==> src/fpci_map.vh <==
// register offsets, field positions, reset values and source codes
// of the pulse counter event and interrupt flag block.
// assumes a byte-addressed register port with 32-bit words.
//
// Notes on behaviour
// executing flag goes to 1 when a counter subroutine starts for any source.
// executing flag returns to 0 once the controller finishes the subroutine.
// read-only pending flag is high while a request waits behind the active one.
// one active plus two pending requests; a further one is dropped and flagged lost.
// only hardware sets the lost flag; only software clears it.
// modes 2 to 7, low mask 0 blocks the low preset subroutine.
// the three masks change only by software and survive a power cycle.
// modes 2 to 7, low cause flag set when low preset triggers the subroutine.
// cause flags clear by software, another source starting, or entering run.
// modes 2 to 7, low reached follows count at or below low preset.
// any mode, high mask 0 blocks the high preset subroutine.
// any mode, high cause flag set when high preset triggers the subroutine.
// modes 2 to 7, high reached follows count at or above high preset.
// underflow flag set when count passes down through the limit; software clears.
// underflow only sets its flag and may request; no fault is raised.
// modes 2 to 7, underflow mask 0 blocks the underflow subroutine.
// modes 2 to 7, underflow cause flag set when underflow triggers the subroutine.
// no subroutine runs for any source unless user interrupt enable is 1.
// overflow mask 0 blocks the overflow subroutine.
// pending requests are served oldest first as each subroutine completes.

`ifndef FPCI_MAP_VH
`define FPCI_MAP_VH

// ----------------------------------------
// register offsets
// ----------------------------------------
`define FPCI_OFS_CTRL 8'h00
`define FPCI_OFS_STAT 8'h04
`define FPCI_OFS_LOWP 8'h08
`define FPCI_OFS_HIGHP 8'h0C
`define FPCI_OFS_UNDL 8'h10

// ----------------------------------------
// control fields
// ----------------------------------------
`define FPCI_CTL_UIE 0
`define FPCI_CTL_LOWM 1
`define FPCI_CTL_HIGHM 2
`define FPCI_CTL_UNDM 3
`define FPCI_CTL_OVFM 4

// ----------------------------------------
// status fields
// ----------------------------------------
`define FPCI_ST_EXEC 0
`define FPCI_ST_PEND 1
`define FPCI_ST_LOST 2
`define FPCI_ST_LOWC 3
`define FPCI_ST_LOWR 4
`define FPCI_ST_HIGHC 5
`define FPCI_ST_HIGHR 6
`define FPCI_ST_UNDF 7
`define FPCI_ST_UNDC 8

// ----------------------------------------
// reset values
// ----------------------------------------
`define FPCI_RST_PRESET 32'h0000_0000
`define FPCI_RST_WORD 32'h0000_0000

// ----------------------------------------
// request sources and queue size
// ----------------------------------------
`define FPCI_SRC_LOW 2'h0
`define FPCI_SRC_HIGH 2'h1
`define FPCI_SRC_UND 2'h2
`define FPCI_SRC_OVF 2'h3
`define FPCI_QCNT_FULL 2'h3
`define FPCI_MODE_BIDIR 3'h2

`endif

==> src/fpci_top.v <==
// event and interrupt flag logic of the fast pulse counter.
// assumes the counter datapath drives the running count and an overflow
// pulse, and the controller pulses done at the end of each subroutine.
`timescale 1ns/1ps
`include "fpci_map.vh"

module fpci_top (
    // clock and reset
    input wire clk,
    input wire rst,
    // register port
    input wire [7:0] regAddr,
    input wire [31:0] regWdata,
    input wire regWr,
    input wire regRd,
    output reg [31:0] regRdata_r,
    // counter datapath
    input wire signed [31:0] runningCount,
    input wire [2:0] counterMode,
    input wire overflowEvent,
    // controller
    input wire executingMode,
    input wire subDone,
    output wire subStart,
    output reg [1:0] subSource_r,
    output wire interruptExecuting,
    // retained mask store
    input wire [2:0] retainedMasks,
    output wire [2:0] maskShadow
);

    // ----------------------------------------
    // helpers
    // ----------------------------------------
    function bidirMode;
        input [2:0] m;
        begin
            bidirMode = (m >= `FPCI_MODE_BIDIR);
        end
    endfunction

    // a status bit keeps its value unless software writes a zero to it
    function keepOnWrite;
        input wr;
        input [31:0] d;
        input integer pos;
        begin
            keepOnWrite = !(wr && !d[pos]);
        end
    endfunction

    function moreThanOne;
        input [3:0] v;
        begin
            moreThanOne = (v[0] & v[1]) | (v[0] & v[2]) | (v[0] & v[3]) |
                (v[1] & v[2]) | (v[1] & v[3]) | (v[2] & v[3]);
        end
    endfunction

    // a cause flag: set wins, then any clear source or a software zero
    function causeNext;
        input setIt;
        input cur;
        input clrAny;
        input wr;
        input [31:0] d;
        input integer pos;
        begin
            causeNext = setIt || (cur && !clrAny && keepOnWrite(wr, d, pos));
        end
    endfunction

    // ----------------------------------------
    // registers
    // ----------------------------------------
    reg userEnable_r;
    reg lowMask_r;
    reg highMask_r;
    reg underMask_r;
    reg overflowMask_r;
    reg restorePend_r;
    reg signed [31:0] lowPreset_r;
    reg signed [31:0] highPreset_r;
    reg signed [31:0] underLimit_r;
    reg lowReached_r;
    reg highReached_r;
    reg highLevel_r;
    reg signed [31:0] prevCount_r;
    reg underflowFlag_r;
    reg lostFlag_r;
    reg lowCause_r;
    reg highCause_r;
    reg underCause_r;
    reg execPrev_r;

    wire ctrlWr;
    wire statWr;
    wire bidir;
    wire lowLevel;
    wire highLevel;
    wire lowEvent;
    wire highEvent;
    wire underEvent;
    wire [3:0] req;
    wire pushValid;
    reg [1:0] pushSrc;
    wire headValid;
    wire [1:0] headSrc;
    wire pendingAny;
    wire startPulse;
    wire queueLost;
    wire lostSet;
    wire runEntry;
    wire startLow;
    wire startHigh;
    wire startUnder;
    wire startOther;
    wire causeClr;
    reg [31:0] ctrlWord;
    reg [31:0] statWord;

    assign ctrlWr = regWr && (regAddr == `FPCI_OFS_CTRL);
    assign statWr = regWr && (regAddr == `FPCI_OFS_STAT);
    assign bidir = bidirMode(counterMode);

    // ----------------------------------------
    // control register and retained masks
    // ----------------------------------------
    // masks come back from the retained store the cycle after reset,
    // since an async reset may only load constants
    always @(posedge clk or posedge rst) begin
        if (rst) begin
            userEnable_r <= 1'b0;
            lowMask_r <= 1'b0;
            highMask_r <= 1'b0;
            underMask_r <= 1'b0;
            overflowMask_r <= 1'b0;
            restorePend_r <= 1'b1;
        end else begin
            restorePend_r <= 1'b0;
            // restore after power up
            if (restorePend_r) begin
                lowMask_r <= retainedMasks[0];
                highMask_r <= retainedMasks[1];
                underMask_r <= retainedMasks[2];
            end else if (ctrlWr) begin
                // software only
                lowMask_r <= regWdata[`FPCI_CTL_LOWM];
                highMask_r <= regWdata[`FPCI_CTL_HIGHM];
                underMask_r <= regWdata[`FPCI_CTL_UNDM];
            end
            if (ctrlWr) begin
                userEnable_r <= regWdata[`FPCI_CTL_UIE];
                overflowMask_r <= regWdata[`FPCI_CTL_OVFM];
            end
        end
    end

    assign maskShadow = {underMask_r, highMask_r, lowMask_r};

    always @(posedge clk or posedge rst) begin
        if (rst) begin
            lowPreset_r <= `FPCI_RST_PRESET;
            highPreset_r <= `FPCI_RST_PRESET;
            underLimit_r <= `FPCI_RST_PRESET;
        end else if (regWr) begin
            if (regAddr == `FPCI_OFS_LOWP) begin
                lowPreset_r <= regWdata;
            end
            if (regAddr == `FPCI_OFS_HIGHP) begin
                highPreset_r <= regWdata;
            end
            if (regAddr == `FPCI_OFS_UNDL) begin
                underLimit_r <= regWdata;
            end
        end
    end

    // ----------------------------------------
    // compare and event detection
    // ----------------------------------------
    assign lowLevel = bidir && (runningCount <= lowPreset_r);
    assign highLevel = (runningCount >= highPreset_r);
    // events are edges of the levels, so a count parked at a preset
    // requests the subroutine once, not every cycle
    assign lowEvent = executingMode && lowLevel && !lowReached_r;
    assign highEvent = executingMode && highLevel && !highLevel_r;
    // downward pass
    assign underEvent = executingMode && (prevCount_r >= underLimit_r) &&
        (runningCount < underLimit_r);

    always @(posedge clk or posedge rst) begin
        if (rst) begin
            lowReached_r <= 1'b0;
            highReached_r <= 1'b0;
            highLevel_r <= 1'b0;
            prevCount_r <= `FPCI_RST_PRESET;
        end else if (executingMode) begin
            // low reached level
            lowReached_r <= lowLevel;
            // high reached level
            highReached_r <= bidir && highLevel;
            highLevel_r <= highLevel;
            prevCount_r <= runningCount;
        end
    end

    // ----------------------------------------
    // request gating
    // ----------------------------------------
    // user enable gate
    // low mask gate
    assign req[0] = userEnable_r && bidir && lowMask_r && lowEvent;
    // high mask gate
    assign req[1] = userEnable_r && highMask_r && highEvent;
    // underflow mask gate
    assign req[2] = userEnable_r && bidir && underMask_r && underEvent;
    // overflow mask gate
    assign req[3] = userEnable_r && overflowMask_r && overflowEvent;
    assign pushValid = |req;

    // only one request enters per cycle; the rest of a tie count as lost
    always @* begin
        pushSrc = `FPCI_SRC_OVF;
        if (req[0]) begin
            pushSrc = `FPCI_SRC_LOW;
        end else if (req[1]) begin
            pushSrc = `FPCI_SRC_HIGH;
        end else if (req[2]) begin
            pushSrc = `FPCI_SRC_UND;
        end
    end

    // ----------------------------------------
    // subroutine queue
    // ----------------------------------------
    fpci_queue uQueue (
        .clk(clk),
        .rst(rst),
        .pushValid(pushValid),
        .pushSrc(pushSrc),
        .popDone(subDone),
        .headValid(headValid),
        .headSrc(headSrc),
        .pendingAny(pendingAny),
        .startPulse_r(startPulse),
        .lostPulse(queueLost)
    );

    // ----------------------------------------
    // controller outputs
    // ----------------------------------------
    // set on start
    // clear on done
    assign interruptExecuting = headValid;
    assign subStart = startPulse;

    // the head slot is already a flip-flop; registering it again would
    // let the start pulse name the previous source for one cycle
    always @* begin
        subSource_r = headSrc;
    end

    // ----------------------------------------
    // sticky flags
    // ----------------------------------------
    assign lostSet = queueLost || moreThanOne(req);
    assign runEntry = executingMode && !execPrev_r;
    assign startLow = startPulse && (headSrc == `FPCI_SRC_LOW);
    assign startHigh = startPulse && (headSrc == `FPCI_SRC_HIGH);
    assign startUnder = startPulse && (headSrc == `FPCI_SRC_UND);
    assign startOther = startPulse;
    assign causeClr = runEntry || startOther;

    always @(posedge clk or posedge rst) begin
        if (rst) begin
            lostFlag_r <= 1'b0;
            underflowFlag_r <= 1'b0;
            lowCause_r <= 1'b0;
            highCause_r <= 1'b0;
            underCause_r <= 1'b0;
            execPrev_r <= 1'b0;
        end else begin
            execPrev_r <= executingMode;
            // hardware set wins
            lostFlag_r <= lostSet ||
                (lostFlag_r && keepOnWrite(statWr, regWdata, `FPCI_ST_LOST));
            // flag only, no fault
            underflowFlag_r <= underEvent ||
                (underflowFlag_r && keepOnWrite(statWr, regWdata, `FPCI_ST_UNDF));
            // clear sources
            // low cause
            lowCause_r <= causeNext(startLow, lowCause_r, causeClr,
                statWr, regWdata, `FPCI_ST_LOWC);
            // high cause
            highCause_r <= causeNext(startHigh, highCause_r, causeClr,
                statWr, regWdata, `FPCI_ST_HIGHC);
            // underflow cause
            underCause_r <= causeNext(startUnder, underCause_r, causeClr,
                statWr, regWdata, `FPCI_ST_UNDC);
        end
    end

    // ----------------------------------------
    // read path
    // ----------------------------------------
    // fields are placed by their map positions, so moving a bit is a
    // one-line change in the header
    always @* begin
        ctrlWord = `FPCI_RST_WORD;
        ctrlWord[`FPCI_CTL_UIE] = userEnable_r;
        ctrlWord[`FPCI_CTL_LOWM] = lowMask_r;
        ctrlWord[`FPCI_CTL_HIGHM] = highMask_r;
        ctrlWord[`FPCI_CTL_UNDM] = underMask_r;
        ctrlWord[`FPCI_CTL_OVFM] = overflowMask_r;
    end

    always @* begin
        statWord = `FPCI_RST_WORD;
        statWord[`FPCI_ST_EXEC] = headValid;
        statWord[`FPCI_ST_PEND] = pendingAny;
        statWord[`FPCI_ST_LOST] = lostFlag_r;
        statWord[`FPCI_ST_LOWC] = lowCause_r;
        statWord[`FPCI_ST_LOWR] = lowReached_r;
        statWord[`FPCI_ST_HIGHC] = highCause_r;
        statWord[`FPCI_ST_HIGHR] = highReached_r;
        statWord[`FPCI_ST_UNDF] = underflowFlag_r;
        statWord[`FPCI_ST_UNDC] = underCause_r;
    end

    always @(posedge clk or posedge rst) begin
        if (rst) begin
            regRdata_r <= `FPCI_RST_WORD;
        end else if (regRd) begin
            case (regAddr)
                `FPCI_OFS_CTRL: regRdata_r <= ctrlWord;
                `FPCI_OFS_STAT: regRdata_r <= statWord;
                `FPCI_OFS_LOWP: regRdata_r <= lowPreset_r;
                `FPCI_OFS_HIGHP: regRdata_r <= highPreset_r;
                `FPCI_OFS_UNDL: regRdata_r <= underLimit_r;
                default: regRdata_r <= `FPCI_RST_WORD;
            endcase
        end else begin
            regRdata_r <= `FPCI_RST_WORD;
        end
    end

endmodule

==> src/fpci_queue.v <==
// request queue: one active subroutine request plus two waiting ones.
// assumes the done pulse only arrives while a request is active.
`timescale 1ns/1ps
`include "fpci_map.vh"

module fpci_queue (
    // clock and reset
    input wire clk,
    input wire rst,
    // new request
    input wire pushValid,
    input wire [1:0] pushSrc,
    // subroutine finished
    input wire popDone,
    // state
    output wire headValid,
    output wire [1:0] headSrc,
    output wire pendingAny,
    output reg startPulse_r,
    output wire lostPulse
);

    reg [1:0] slot0_r;
    reg [1:0] slot1_r;
    reg [1:0] slot2_r;
    reg [1:0] cnt_r;
    wire pop;
    wire full;
    wire accept;
    wire [1:0] base;
    wire [1:0] cntNxt;

    assign pop = popDone && (cnt_r != 2'h0);
    assign full = (cnt_r == `FPCI_QCNT_FULL);
    // a slot freed in the same cycle still takes the new request
    // drop when full
    assign accept = pushValid && (!full || pop);
    assign lostPulse = pushValid && full && !pop;
    assign base = cnt_r - {1'b0, pop};
    assign cntNxt = base + {1'b0, accept};
    // active entry
    assign headValid = (cnt_r != 2'h0);
    assign headSrc = slot0_r;
    // waiting entries
    assign pendingAny = (cnt_r > 2'h1);

    always @(posedge clk or posedge rst) begin
        if (rst) begin
            slot0_r <= 2'h0;
            slot1_r <= 2'h0;
            slot2_r <= 2'h0;
            cnt_r <= 2'h0;
            startPulse_r <= 1'b0;
        end else begin
            // oldest moves up
            if (pop) begin
                slot0_r <= slot1_r;
                slot1_r <= slot2_r;
            end
            if (accept) begin
                case (base)
                    2'h0: slot0_r <= pushSrc;
                    2'h1: slot1_r <= pushSrc;
                    default: slot2_r <= pushSrc;
                endcase
            end
            cnt_r <= cntNxt;
            // head starts when it changes to a live entry
            startPulse_r <= (cntNxt != 2'h0) && ((cnt_r == 2'h0) || pop);
        end
    end

endmodule

==> config.mk <==
export PLATFORM = sky130hd
export DESIGN_NAME = fpci_top
export DESIGN_NICKNAME = d
export VERILOG_FILES = /design/src/fpci_top.v /design/src/fpci_queue.v
export VERILOG_INCLUDE_DIRS = /design/src
export SDC_FILE = /design/constraint.sdc
export NUM_CORES = 1
export LEC_CHECK = 0
export ABC_AREA = 0
export ABC_CLOCK_PERIOD_IN_PS = 7850
export BUFFER_PORTS_ARGS = -buffer_cell sky130_fd_sc_hd__buf_2
export CORE_MARGIN = 2
export CORE_UTILIZATION = 55
export DETAILED_ROUTE_END_ITERATION = 8
export HOLD_SLACK_MARGIN = 0.03
export PLACE_DENSITY = 0.76
export SLEW_MARGIN = 40
export SYNTH_ARGS = -nofsm -noshare
export SYNTH_HDL_FRONTEND = slang
export SYNTH_SLANG_ARGS = --single-unit
==> constraint.sdc <==
create_clock -name clk -period 7.85 [get_ports clk]
set_input_delay 1.57 -clock clk [delete_from_list [all_inputs] [get_ports clk]]
set_output_delay 1.57 -clock clk [all_outputs]
set_load 0.02 [all_outputs]
==> results of run 1 <==
cell type report:
| cell class | count | area (sq um) | share of cell area, % |
|---|---|---|---|
| inverter | 107 | 407 | 3.35 |
| clock inverter | 10 | 144 | 1.19 |
| tap | 260 | 325 | 2.68 |
| clock buffer | 22 | 464 | 3.82 |
| sequential | 184 | 4610 | 37.9 |
| timing repair buffer | 133 | 716 | 5.90 |
| multi-input combinational | 651 | 5470 | 45.1 |
| antenna | 2 | 5.00 | 0.0412 |
layer usage:
layer,vias to the layer above,wire [microns],GRT usage [%]
met2,308,12700,44.3
met5,-,0,0
met4,0,524,8.91
met1,4046,11800,38.2
li1,3768,-,-
met3,39,1750,4.12
kinds of logic after synthesis:
logic type / after synthesis / synth area share [%]
AOI/OAI and AO/OA: 178 / 11.0
xor gates and xnor gates: 3 / 0.248
adders and majority gates: 129 / 15.2
buffers and inverters: 142 / 5.13
DFF: 184 / 43.4
muxes: 149 / 15.6
other: 1 / 0.0353
and+or+nand+nor: 191 / 9.38
flip-flops by register name, summed over array words and instances (netlist names), 2 cells and up:
register	cells
highPreset_r	32
lowPreset_r	32
prevCount_r	32
regRdata_r	32
uQueue.cnt_r	2
uQueue.headSrc	2
uQueue.slot1_r	2
uQueue.slot2_r	2
underLimit_r	32
cell usage after synthesis, drive strengths merged, types with 8 or more instances:
cell type / instances
dfrtp: 183
ha: 129
mux2: 129
inv: 107
a21oi: 65
nand2: 56
nor2: 41
o21ai: 35
nand4: 25
clkbuf: 22
mux2i: 20
nand3: 19
a222oi: 14
a22oi: 14
buf: 13
a221oi: 9
nor3: 8
power groups by stage:
stage               logic (uW)  registers, uW  clock network, uW
floorplan                  276           1080                  0
global placement           392           1090                  0
detailed placement         410           1090                  0
CTS                        417           1070                904
global route               471           1080                939
finish                     419           1070                898
critical path, stage by stage:
cell                       delay [ns]
sky130_fd_sc_hd__buf_2           0.13
sky130_fd_sc_hd__ha_1            0.40
sky130_fd_sc_hd__nand4_1         0.24
sky130_fd_sc_hd__nor4_1          0.48
sky130_fd_sc_hd__o311ai_0        0.33
sky130_fd_sc_hd__nor2b_1         0.24
sky130_fd_sc_hd__o211a_1         0.28
sky130_fd_sc_hd__and4bb_4        0.37
sky130_fd_sc_hd__nor2_1          0.06
sky130_fd_sc_hd__ha_1            0.20
sky130_fd_sc_hd__xnor2_1         0.15
sky130_fd_sc_hd__o22a_1          0.20
final timing paths:
path | to | depth (start not counted) | slack [ns] | startpoint
min | prevCount_r[21] | 1 | 0.51 | prevCount_r[21]
min reg2reg | prevCount_r[21] | 1 | 0.51 | prevCount_r[21]
min in group asynchronous | regRdata_r[7] | 2 | 1.10 | rst
max reg2reg | uQueue.startPulse_r | 12 | 4.38 | lowPreset_r[31]
max in group asynchronous | highPreset_r[29] | 4 | 5.43 | rst
max | uQueue.startPulse_r | 12 | 3.53 | runningCount[31]
per-stage QoR:
step	setup slack [ns]	total power, uW
after floorplan	1.28	1360
after detailed placement	3.15	1500
final	3.53	2390
after global routing	3.34	2490
after global placement	3.20	1480
after CTS	3.56	2390
==> qor.txt, run 1 <==
=====================================================================================
Static leakage                                                             0.00566 uW
Kind of critical path                                                          in2reg
Initial detailed-routing violation count                                          690
Critical Path Fanout Max                                                            6
Count of warnings emitted by yosys                                                  0
Largest buffer count on any clock path                                              2
Number of buffers created by CTS                                                   17
Clock Power Share                                                               37.6%
Leading cell types in the layout, fill and taps excluded                 sky130_fd_sc_hd__dfrtp_1 (183), sky130_fd_sc_hd__mux2_2 (129), sky130_fd_sc_hd__ha_1 (129)
Flop pwr share                                                                  44.9%
Final clock skew                                                           0.00713 ns
Peak supply drop                                                             0.214 mV
Number of buffers inserted to repair setup after CTS                                0
Area added between synthesis and finish                                         14.4%
Fraction of power consumed by combinational cells                               17.5%
Power density cells                                                       197 nW/um^2
Floorplan core area                                                       18800 sq um
Post-route core utilization                                                     64.5%
CTS root buffer                                                          sky130_fd_sc_hd__clkbuf_16
Overall overflow remaining after global route                                       0
Number of standard cells in the final layout excluding fillers                   1369
Number of nets still failing antenna checks after routing                           0
Vias per std cell                                                                5.96
Transition time at the pin with the least slew margin                        0.716 ns
Clock-pin slew on the worst setup and hold paths                              0.07 ns
Final Setup Violations                                                              0
Hold Fails Final Rpt                                                                0
Buffers added on ports                                                            122
Share of post-route cells with drive strength above 1                           27.7%
Final Slew Violations                                                               0
Post-route clock period utilization                                             55.0%
Critical path startpoint category                                           input pin
Distinct cells, synth                                                              63
Sequential cell area fraction in the yosys report                               43.4%
Final worst hold slack                                                       0.514 ns
Register bit count reported by yosys                                              184
EDFF count, synth                                                                   0
Time the final worst path needs with I/O delays and setup                     4.32 ns
Clock sinks                                                                       184
Internal Pwr Total                                                            1710 uW
Final HPWL DP                                                            19000 microns
Mean cell area of the mapped netlist                                       10.9 sq um
Number of placed instances, taps included                                        1334
Overall fraction of global-route tracks in use                                  27.4%
Sw frac                                                                         28.3%
Primary FF master, synth                                                 sky130_fd_sc_hd__dfrtp_1
Count of fill cells added during filler insertion                                1510
Die ar.                                                                   20400 sq um
Setup TNS                                                                        0 ns
I/O pin count                                                                     124
Placer Congestion                                                               0.890
Cell Area, Placed                                                         11500 sq um
Maximum number of pins on one net before global-route repair                       83
Cell area after layout                                                    12100 sq um
Vias in the first global route                                                   8263
Routed via count                                                                 8161
Initial antenna violation count                                                     2
Most frequent standard cell in the layout excluding fill and tap cells   sky130_fd_sc_hd__dfrtp_1
DRC viols                                                                           0
HP Class                                                                      reg2reg
Net switching power                                                            676 uW
Drt pass-1 iters                                                                    5
Row cnt                                                                            50
Setup repair after global routing missed its margin                                no
Relative slew slack                                                             52.2%
Worst EP required                                                             8.19 ns
TritonCTS clock tree                                                            built
Die outline height                                                        143 microns
DRT Wirelength                                                           26800 microns
Maximum level of the CTS H-tree                                                     4
Initial core utilization                                                        56.4%
Die width                                                                 143 microns
Max-capacitance violation count                                                     0
Synth async-reset ratio                                                          100%
Post-cts sizing count                                                               0
Endpoint kind of the worst setup timing path                                flip-flop
Post-Syn Area                                                             10600 sq um
Post-synth net total                                                             1191
Area share of the largest cell type after synthesis                             43.1%
Status                                                                   finished, final reports clean
Skew-Pair Late Insertion Delay                                                0.44 ns
Main area contributors after synthesis                                   sky130_fd_sc_hd__dfrtp_1 (43%), sky130_fd_sc_hd__ha_1 (15%), sky130_fd_sc_hd__mux2_2 (14%)
Routed wirelength normalized by instance count                           19.6 microns
Dominant cell type by area after synthesis                               sky130_fd_sc_hd__dfrtp_1
Number of buffers inserted for hold repair after clock tree synthesis               0
Arrival time of the worst setup path                                          4.65 ns
Fmax achieved                                                                 232 MHz
Nets                                                                             1308
Post-Syn Instances                                                                977
First-pass GRT wire length                                               43200 microns
=====================================================================================
Note: power is estimated with default switching activity, not from simulation.
==> run 2, diff against run 1 <==
ABC_CLOCK_PERIOD_IN_PS = 4100   (was 7850)
clock period = 4.1 ns   (was 7.85 ns; I/O delays follow)
==> run 2 against run 1 <==
Largest cell class unchanged. Via count decreased by 1.4%. Largest power group unchanged. Combinational power increased by 88%. Wire length decreased by 2.4%. Register-to-register slack got worse by 3.7 ns. Setup slack got worse by 2.9 ns.
==> qor.txt, run 2 (synthesized netlist as in run 1, its figures left out) <==
========================================================================================
Setup repair after global routing missed its margin                                   no   unchanged
Initial detailed-routing violation count                                             583   was 690
Transition time at the pin with the least slew margin                           0.615 ns   was 0.716 ns
Maximum number of pins on one net before global-route repair                         111   was 83
Leading cell types in the layout, fill and taps excluded                    sky130_fd_sc_hd__dfrtp_1 (183), sky130_fd_sc_hd__mux2_2 (129), sky130_fd_sc_hd__ha_1 (129)   unchanged
CTS root buffer                                                             sky130_fd_sc_hd__clkbuf_16   unchanged
DRC viols                                                                              0   unchanged
Fmax achieved                                                                    285 MHz
Category of cells accounting for the largest share of critical-path delay   simple AND/OR/NAND/NOR gates   unchanged
Final clock skew                                                               0.0115 ns   was 0.00713 ns
Final Setup Violations                                                                 0   unchanged
Vias in the first global route                                                      8179   was 8263
R2R Path End                                                                uQueue.startPulse_r   unchanged
Clock-pin slew on the worst setup and hold paths                                 0.07 ns   about the same
Floorplan core area                                                          18800 sq um   unchanged
Worst R2R Start                                                             highPreset_r[25]   was lowPreset_r[31]
Final Slew Violations                                                                  0   unchanged
Placer Congestion                                                                  0.886   was 0.890
Max-capacitance violation count                                                        0   unchanged
Relative slew slack                                                                59.0%   was 52.2%
Endpoint kind of the worst setup timing path                                   flip-flop   unchanged
Area added between synthesis and finish                                            14.1%   was 14.4%
Multi-input combinational cell area                                           5470 sq um   unchanged
HP Class                                                                        in2async   was reg2reg
Number of buffers inserted for hold repair after clock tree synthesis                  0   unchanged
Count of fill cells added during filler insertion                                   1509   was 1510
Final HPWL DP                                                               19300 microns   was 19000 microns
Maximum level of the CTS H-tree                                                        4   unchanged
Number of buffers created by CTS                                                      17   unchanged
Most frequent standard cell in the layout excluding fill and tap cells      sky130_fd_sc_hd__dfrtp_1   unchanged
Overall overflow remaining after global route                                          0   unchanged
Skew-Pair Late Insertion Delay                                                   0.44 ns   about the same
Routed via count                                                                    8044   was 8161
Initial antenna violation count                                                        2   unchanged
Largest buffer count on any clock path                                                 2   unchanged
Die outline height                                                           143 microns   unchanged
Status                                                                      finished, final reports clean   unchanged
Kind of critical path                                                             in2reg   unchanged
Drt pass-1 iters                                                                       5   unchanged
Buffers added on ports                                                               122   unchanged
Static leakage                                                                0.00564 uW   was 0.00566 uW
Hold Fails Final Rpt                                                                   0   unchanged
Critical path startpoint category                                              input pin   unchanged
Worst EP required                                                                4.47 ns   was 8.19 ns
I/O pin count                                                                        124   unchanged
Cell breakdown of the critical path                                         buf_2, ha_1, a21oi_2, nor2_1, o41a_1, or4_1, mux2i_2, nor4_2, and4bb_4, nor2_1, ha_1, xnor2_1, o22a_1   was buf_2, ha_1, nand4_1, nor4_1, o311ai_0, nor2b_1, o211a_1, and4bb_4, nor2_1, ha_1, xnor2_1, o22a_1
Arrival time of the worst setup path                                             3.88 ns   was 4.65 ns
Die width                                                                    143 microns   unchanged
Number of nets still failing antenna checks after routing                              0   unchanged
Worst r2r path cells                                                                  13   was 12
Routed wirelength normalized by instance count                              19.1 microns   was 19.6 microns
Peak supply drop                                                                0.397 mV   was 0.214 mV
Vias per std cell                                                                   5.87   was 5.96
DRT Wirelength                                                              26100 microns   was 26800 microns
Row cnt                                                                               50   unchanged
Number of buffers inserted to repair setup after CTS                                   0   unchanged
TritonCTS clock tree                                                               built   unchanged
Initial core utilization                                                           56.4%   unchanged
Die ar.                                                                      20400 sq um   unchanged
CP peak stage delay                                                              0.54 ns   was 0.48 ns
Setup TNS                                                                           0 ns   unchanged
Time the final worst path needs with I/O delays and setup                        3.51 ns
Post-cts sizing count                                                                  0   unchanged
Power density cells                                                          364 nW/um^2   was 197 nW/um^2
Share of post-route cells with drive strength above 1                              28.1%   was 27.7%
Overall fraction of global-route tracks in use                                     27.0%   was 27.4%
Sequential cell area                                                          4610 sq um   unchanged
FF-to-FF setup slack                                                             0.70 ns   was 4.38 ns
Nets                                                                                1310   was 1308
Critical Path Fanout Max                                                               4   was 6
Library cell contributing the largest single delay on the critical path     sky130_fd_sc_hd__or4_1   was sky130_fd_sc_hd__nor4_1
Number of buffer and inverter stages on the critical path                              1   unchanged
Clock sinks                                                                          184   unchanged
Post-route clock period utilization                                                85.5%
First-pass GRT wire length                                                  42500 microns   was 43200 microns
Final Power                                                                      4410 uW   was 2390 uW
========================================================================================
## run 2: cell types whose count changed in the layout (fill, tap and decap cells not counted), sizes merged
cell,delta
clkbuf,-5
buf,+2
clkinv,+1
clkinvlp,+3
inv,+4
bufinv,-3
## run 2: layout make-up
class | instances | share of cell area [%]
clock buffers | 17 | 3.51
flip-flops and latches | 184 | 38.0
repair buffers | 135 | 6.05
inverters | 107 | 3.35
clock inverters | 15 | 1.14
well taps | 260 | 2.69
multi-input cells | 651 | 45.2
diodes | 2 | 0.0413
## run 2: power by group
group | switching, uW | internal, uW | total [uW]
Clock | 770 | 799 | 1570
Combinational | 453 | 333 | 786
Sequential | 104 | 1950 | 2050
Total | 1330 | 3080 | 4410
## run 2: worst max-delay path by stage
stage                                     end  slack [ns]        startpoint  cells past startpoint
after floorplan           uQueue.startPulse_r        0.62  runningCount[25]                     12
after global placement    uQueue.startPulse_r        0.21  runningCount[25]                     13
after detailed placement  uQueue.startPulse_r        0.17  runningCount[25]                     13
after CTS                 uQueue.startPulse_r        0.60  runningCount[25]                     13
after global routing      uQueue.startPulse_r        0.36   runningCount[1]                     13
final                     uQueue.startPulse_r        0.59  runningCount[25]                     13
## run 2: routing by layer
layer | vias up | share of wire [%] | GRT usage, %
met3 | 39 | 6.1 | 5.73
met1 | 3943 | 45 | 36.9
met2 | 280 | 47 | 43.1
met5 | - | 0 | 0
li1 | 3782 | - | -
met4 | 0 | 2.3 | 8.96
## run 2: metrics by stage
stage | utilization [%] | instances | setup slack [ns] | hold slack, ns | area [sq um]
2_1_floorplan | - | 977 | 0.617 | 0.454 | 10600
3_3_place_gp | 61.3 | 1337 | 0.213 | 0.493 | 11500
5_1_grt | 64.3 | 1370 | 0.359 | 0.266 | 12100
6_report | 64.3 | 1371 | 0.595 | 0.272 | 12100
3_5_place_dp | 61.3 | 1337 | 0.171 | 0.492 | 11500
4_1_cts | 64.3 | 1369 | 0.597 | 0.263 | 12100
==> run 3, diff against run 2 <==
ABC_CLOCK_PERIOD_IN_PS = 2800   (was 4100)
CORE_UTILIZATION = 54   (was 55)
PLACE_DENSITY = 0.78   (was 0.76)
clock period = 2.8 ns   (was 4.1 ns; I/O delays follow)
==> run 3 against run 2 <==
The run now ends with negative setup slack left. Non-clock buffer count increased by 184. Total power increased by 59%. Wire length increased by 18%. Hold slack got worse by 0.035 ns. Largest power group unchanged.
==> qor.txt, run 3 (synthesized netlist as in run 1, its figures left out) <==
========================================================================================
Endpoint kind of the worst setup timing path                                   flip-flop   unchanged
Critical Path Most Common Cell                                              sky130_fd_sc_hd__buf_4
Worst setup slack before clock tree synthesis                                  -0.645 ns   was 0.171 ns
Number of buffer and inverter stages on the critical path                              4   was 1
Vias in the first global route                                                      9550   was 8179
Area added between synthesis and finish                                            32.1%   was 14.1%
Number of nets still failing antenna checks after routing                              0   unchanged
Buffers added on ports                                                               122   unchanged
Library cell contributing the largest single delay on the critical path     sky130_fd_sc_hd__dfrtp_1   was sky130_fd_sc_hd__or4_1
Fraction of power consumed by combinational cells                                  22.3%   was 17.8%
Static leakage                                                                0.00668 uW   was 0.00564 uW
Maximum level of the CTS H-tree                                                        4   unchanged
Leading cell types in the layout, fill and taps excluded                    sky130_fd_sc_hd__buf_4 (191), sky130_fd_sc_hd__dfrtp_1 (183), sky130_fd_sc_hd__mux2_2 (129)   was sky130_fd_sc_hd__dfrtp_1 (183), sky130_fd_sc_hd__mux2_2 (129), sky130_fd_sc_hd__ha_1 (129)
Number of buffers created by CTS                                                      17   unchanged
Routed wirelength normalized by instance count                              19.8 microns   was 19.1 microns
Clock sinks                                                                          184   unchanged
Status                                                                      finished with violations   was finished, final reports clean
Die width                                                                    144 microns   was 143 microns
Worst EP required                                                                3.17 ns   was 4.47 ns
Sw frac                                                                            31.0%   was 30.1%
Overall fraction of global-route tracks in use                                     30.7%   was 27.0%
Routed via count                                                                    9221   was 8044
Multi-input combinational cell area                                           5930 sq um   was 5470 sq um
Critical Path Fanout Max                                                               4   unchanged
Die ar.                                                                      20800 sq um   was 20400 sq um
Kind of critical path                                                            reg2reg   was in2reg
Skew-Pair Late Insertion Delay                                                   0.45 ns   was 0.44 ns
Net switching power                                                              2170 uW   was 1330 uW
FF-to-FF setup slack                                                            -0.29 ns   was 0.70 ns
Most frequent standard cell in the layout excluding fill and tap cells      sky130_fd_sc_hd__buf_4   was sky130_fd_sc_hd__dfrtp_1
Arrival time of the worst setup path                                             3.47 ns   was 3.88 ns
Critical path startpoint category                                              flip-flop   was input pin
Failing checks                                                              negative setup slack
Final antenna diode count                                                              0   was 2
DRT Wirelength                                                              30800 microns   was 26100 microns
CP peak stage delay                                                              0.39 ns   was 0.54 ns
Row cnt                                                                               51   was 50
Category of cells accounting for the largest share of critical-path delay   simple AND/OR/NAND/NOR gates   unchanged
Share of post-route cells with drive strength above 1                              43.1%   was 28.1%
Placer Congestion                                                                  0.882   was 0.886
Initial detailed-routing violation count                                             665   was 583
Number of placed instances, taps included                                           1506   was 1337
Final clock skew                                                              0.00769 ns   was 0.0115 ns
Maximum number of pins on one net before global-route repair                         111   unchanged
TritonCTS clock tree                                                               built   unchanged
Final Setup Violations                                                                10   was 0
Post-route clock period utilization                                                 111%
Cell breakdown of the critical path                                         inv_2, ha_4, nand4_1, buf_4, nor4_4, nand3_1, a31oi_1, o211a_1, and4bb_4, buf_4, buf_12, nor3_4, mux2i_1   was buf_2, ha_1, a21oi_2, nor2_1, o41a_1, or4_1, mux2i_2, nor4_2, and4bb_4, nor2_1, ha_1, xnor2_1, o22a_1
Worst R2R Start                                                             lowPreset_r[30]   was highPreset_r[25]
Sequential cell area                                                          4610 sq um   unchanged
Number of buffers inserted for hold repair after clock tree synthesis                  0   unchanged
Fmax achieved                                                                    323 MHz
Count of fill cells added during filler insertion                                   1295   was 1509
Max-capacitance violation count                                                        0   unchanged
Nets                                                                                1494   was 1310
Internal Pwr Total                                                               4850 uW   was 3080 uW
Initial core utilization                                                           54.7%   was 56.4%
Final Slew Violations                                                                  0   unchanged
Drt pass-1 iters                                                                       8   was 5
Final setup margin                                                             -0.294 ns   was 0.595 ns
Setup repair after global routing missed its margin                                  yes   was no
DRC viols                                                                              0   unchanged
Flop pwr share                                                                     42.9%   was 46.6%
Floorplan core area                                                          19400 sq um   was 18800 sq um
CP startpoint                                                               lowPreset_r[30]   was runningCount[25]
Power density cells                                                          501 nW/um^2   was 364 nW/um^2
Relative slew slack                                                                56.9%   was 59.0%
Post-route core utilization                                                        72.3%   was 64.3%
Clock Power Share                                                                  34.8%   was 35.6%
Number of standard cells in the final layout excluding fillers                      1558   was 1371
Vias per std cell                                                                   5.92   was 5.87
Hold Fails Final Rpt                                                                   0   unchanged
Time the final worst path needs with I/O delays and setup                        3.09 ns
CTS root buffer                                                             sky130_fd_sc_hd__clkbuf_16   unchanged
I/O pin count                                                                        124   unchanged
Initial antenna violation count                                                        0   was 2
Final HPWL DP                                                               20900 microns   was 19300 microns
First-pass GRT wire length                                                  49100 microns   was 42500 microns
HP Class                                                                        in2async   unchanged
Peak supply drop                                                                0.553 mV   was 0.397 mV
Die outline height                                                           144 microns   was 143 microns
Largest buffer count on any clock path                                                 2   unchanged
Clock-pin slew on the worst setup and hold paths                                 0.07 ns   about the same
Overall overflow remaining after global route                                          0   unchanged
Transition time at the pin with the least slew margin                           0.647 ns   was 0.615 ns
========================================================================================
run 3: what timing repair did:
item	in CTS	in global routing
setup endpoints to repair	10	10
buffers inserted	10	10
resized for setup	41	20
pin swaps	30	16
run 3: tightest hold or removal path, cell delays in order:
cell and delay [ns]:
sky130_fd_sc_hd__buf_2 0.11, sky130_fd_sc_hd__clkinvlp_4 0.10, sky130_fd_sc_hd__buf_12 0.32
run 3: area by class of cell:
cell class	instances	area share [%]
clock buffers	17	3.04
clock inverters	15	1.12
inverters	107	2.89
multi-input cells	651	42.3
flip-flops and latches	184	32.9
well taps	265	2.37
repair buffers	319	15.4
run 3: power groups by stage:
| stage | clock network [uW] | logic, uW | registers, uW |
|---|---|---|---|
| after global placement | 0 | 1330 | 3040 |
| after detailed placement | 0 | 1390 | 3050 |
| after CTS | 2450 | 1500 | 3000 |
| after global routing | 2580 | 1730 | 3030 |
| after floorplan | 0 | 801 | 3030 |
| final | 2450 | 1570 | 3010 |
run 3: path summary, 6_finish.rpt:
kind | cells past startpoint | end
setup / recovery | 13 | uQueue.slot2_r[0]
hold / removal | 3 | lowPreset_r[13]
setup reg to reg | 13 | uQueue.slot2_r[0]
hold reg to reg | 1 | lowReached_r
max in group asynchronous | 3 | uQueue.headSrc[0]
min in group clk | 3 | highMask_r
run 3: stage by stage:
stage	instance area, sq um	hold WS (ns)	setup TNS [ns]	power [uW]
floorplan	10700	0.454	-23.06	3830
global placement	12900	0.490	-4.23	4370
detailed placement	12900	0.493	-5.10	4440
CTS	13800	0.279	-0.447	6960
global route	14000	0.281	-3.11	7340
finish	14000	0.237	-2.17	7020
run 3: layer usage:
| layer | track usage, % | routed length, microns | vias up |
|---|---|---|---|
| met4 | 11.7 | 954 | 0 |
| met5 | 0 | 0 | - |
| met2 | 50.5 | 14800 | 434 |
| li1 | - | - | 4154 |
| met3 | 7.62 | 2330 | 87 |
| met1 | 39.4 | 12700 | 4546 |
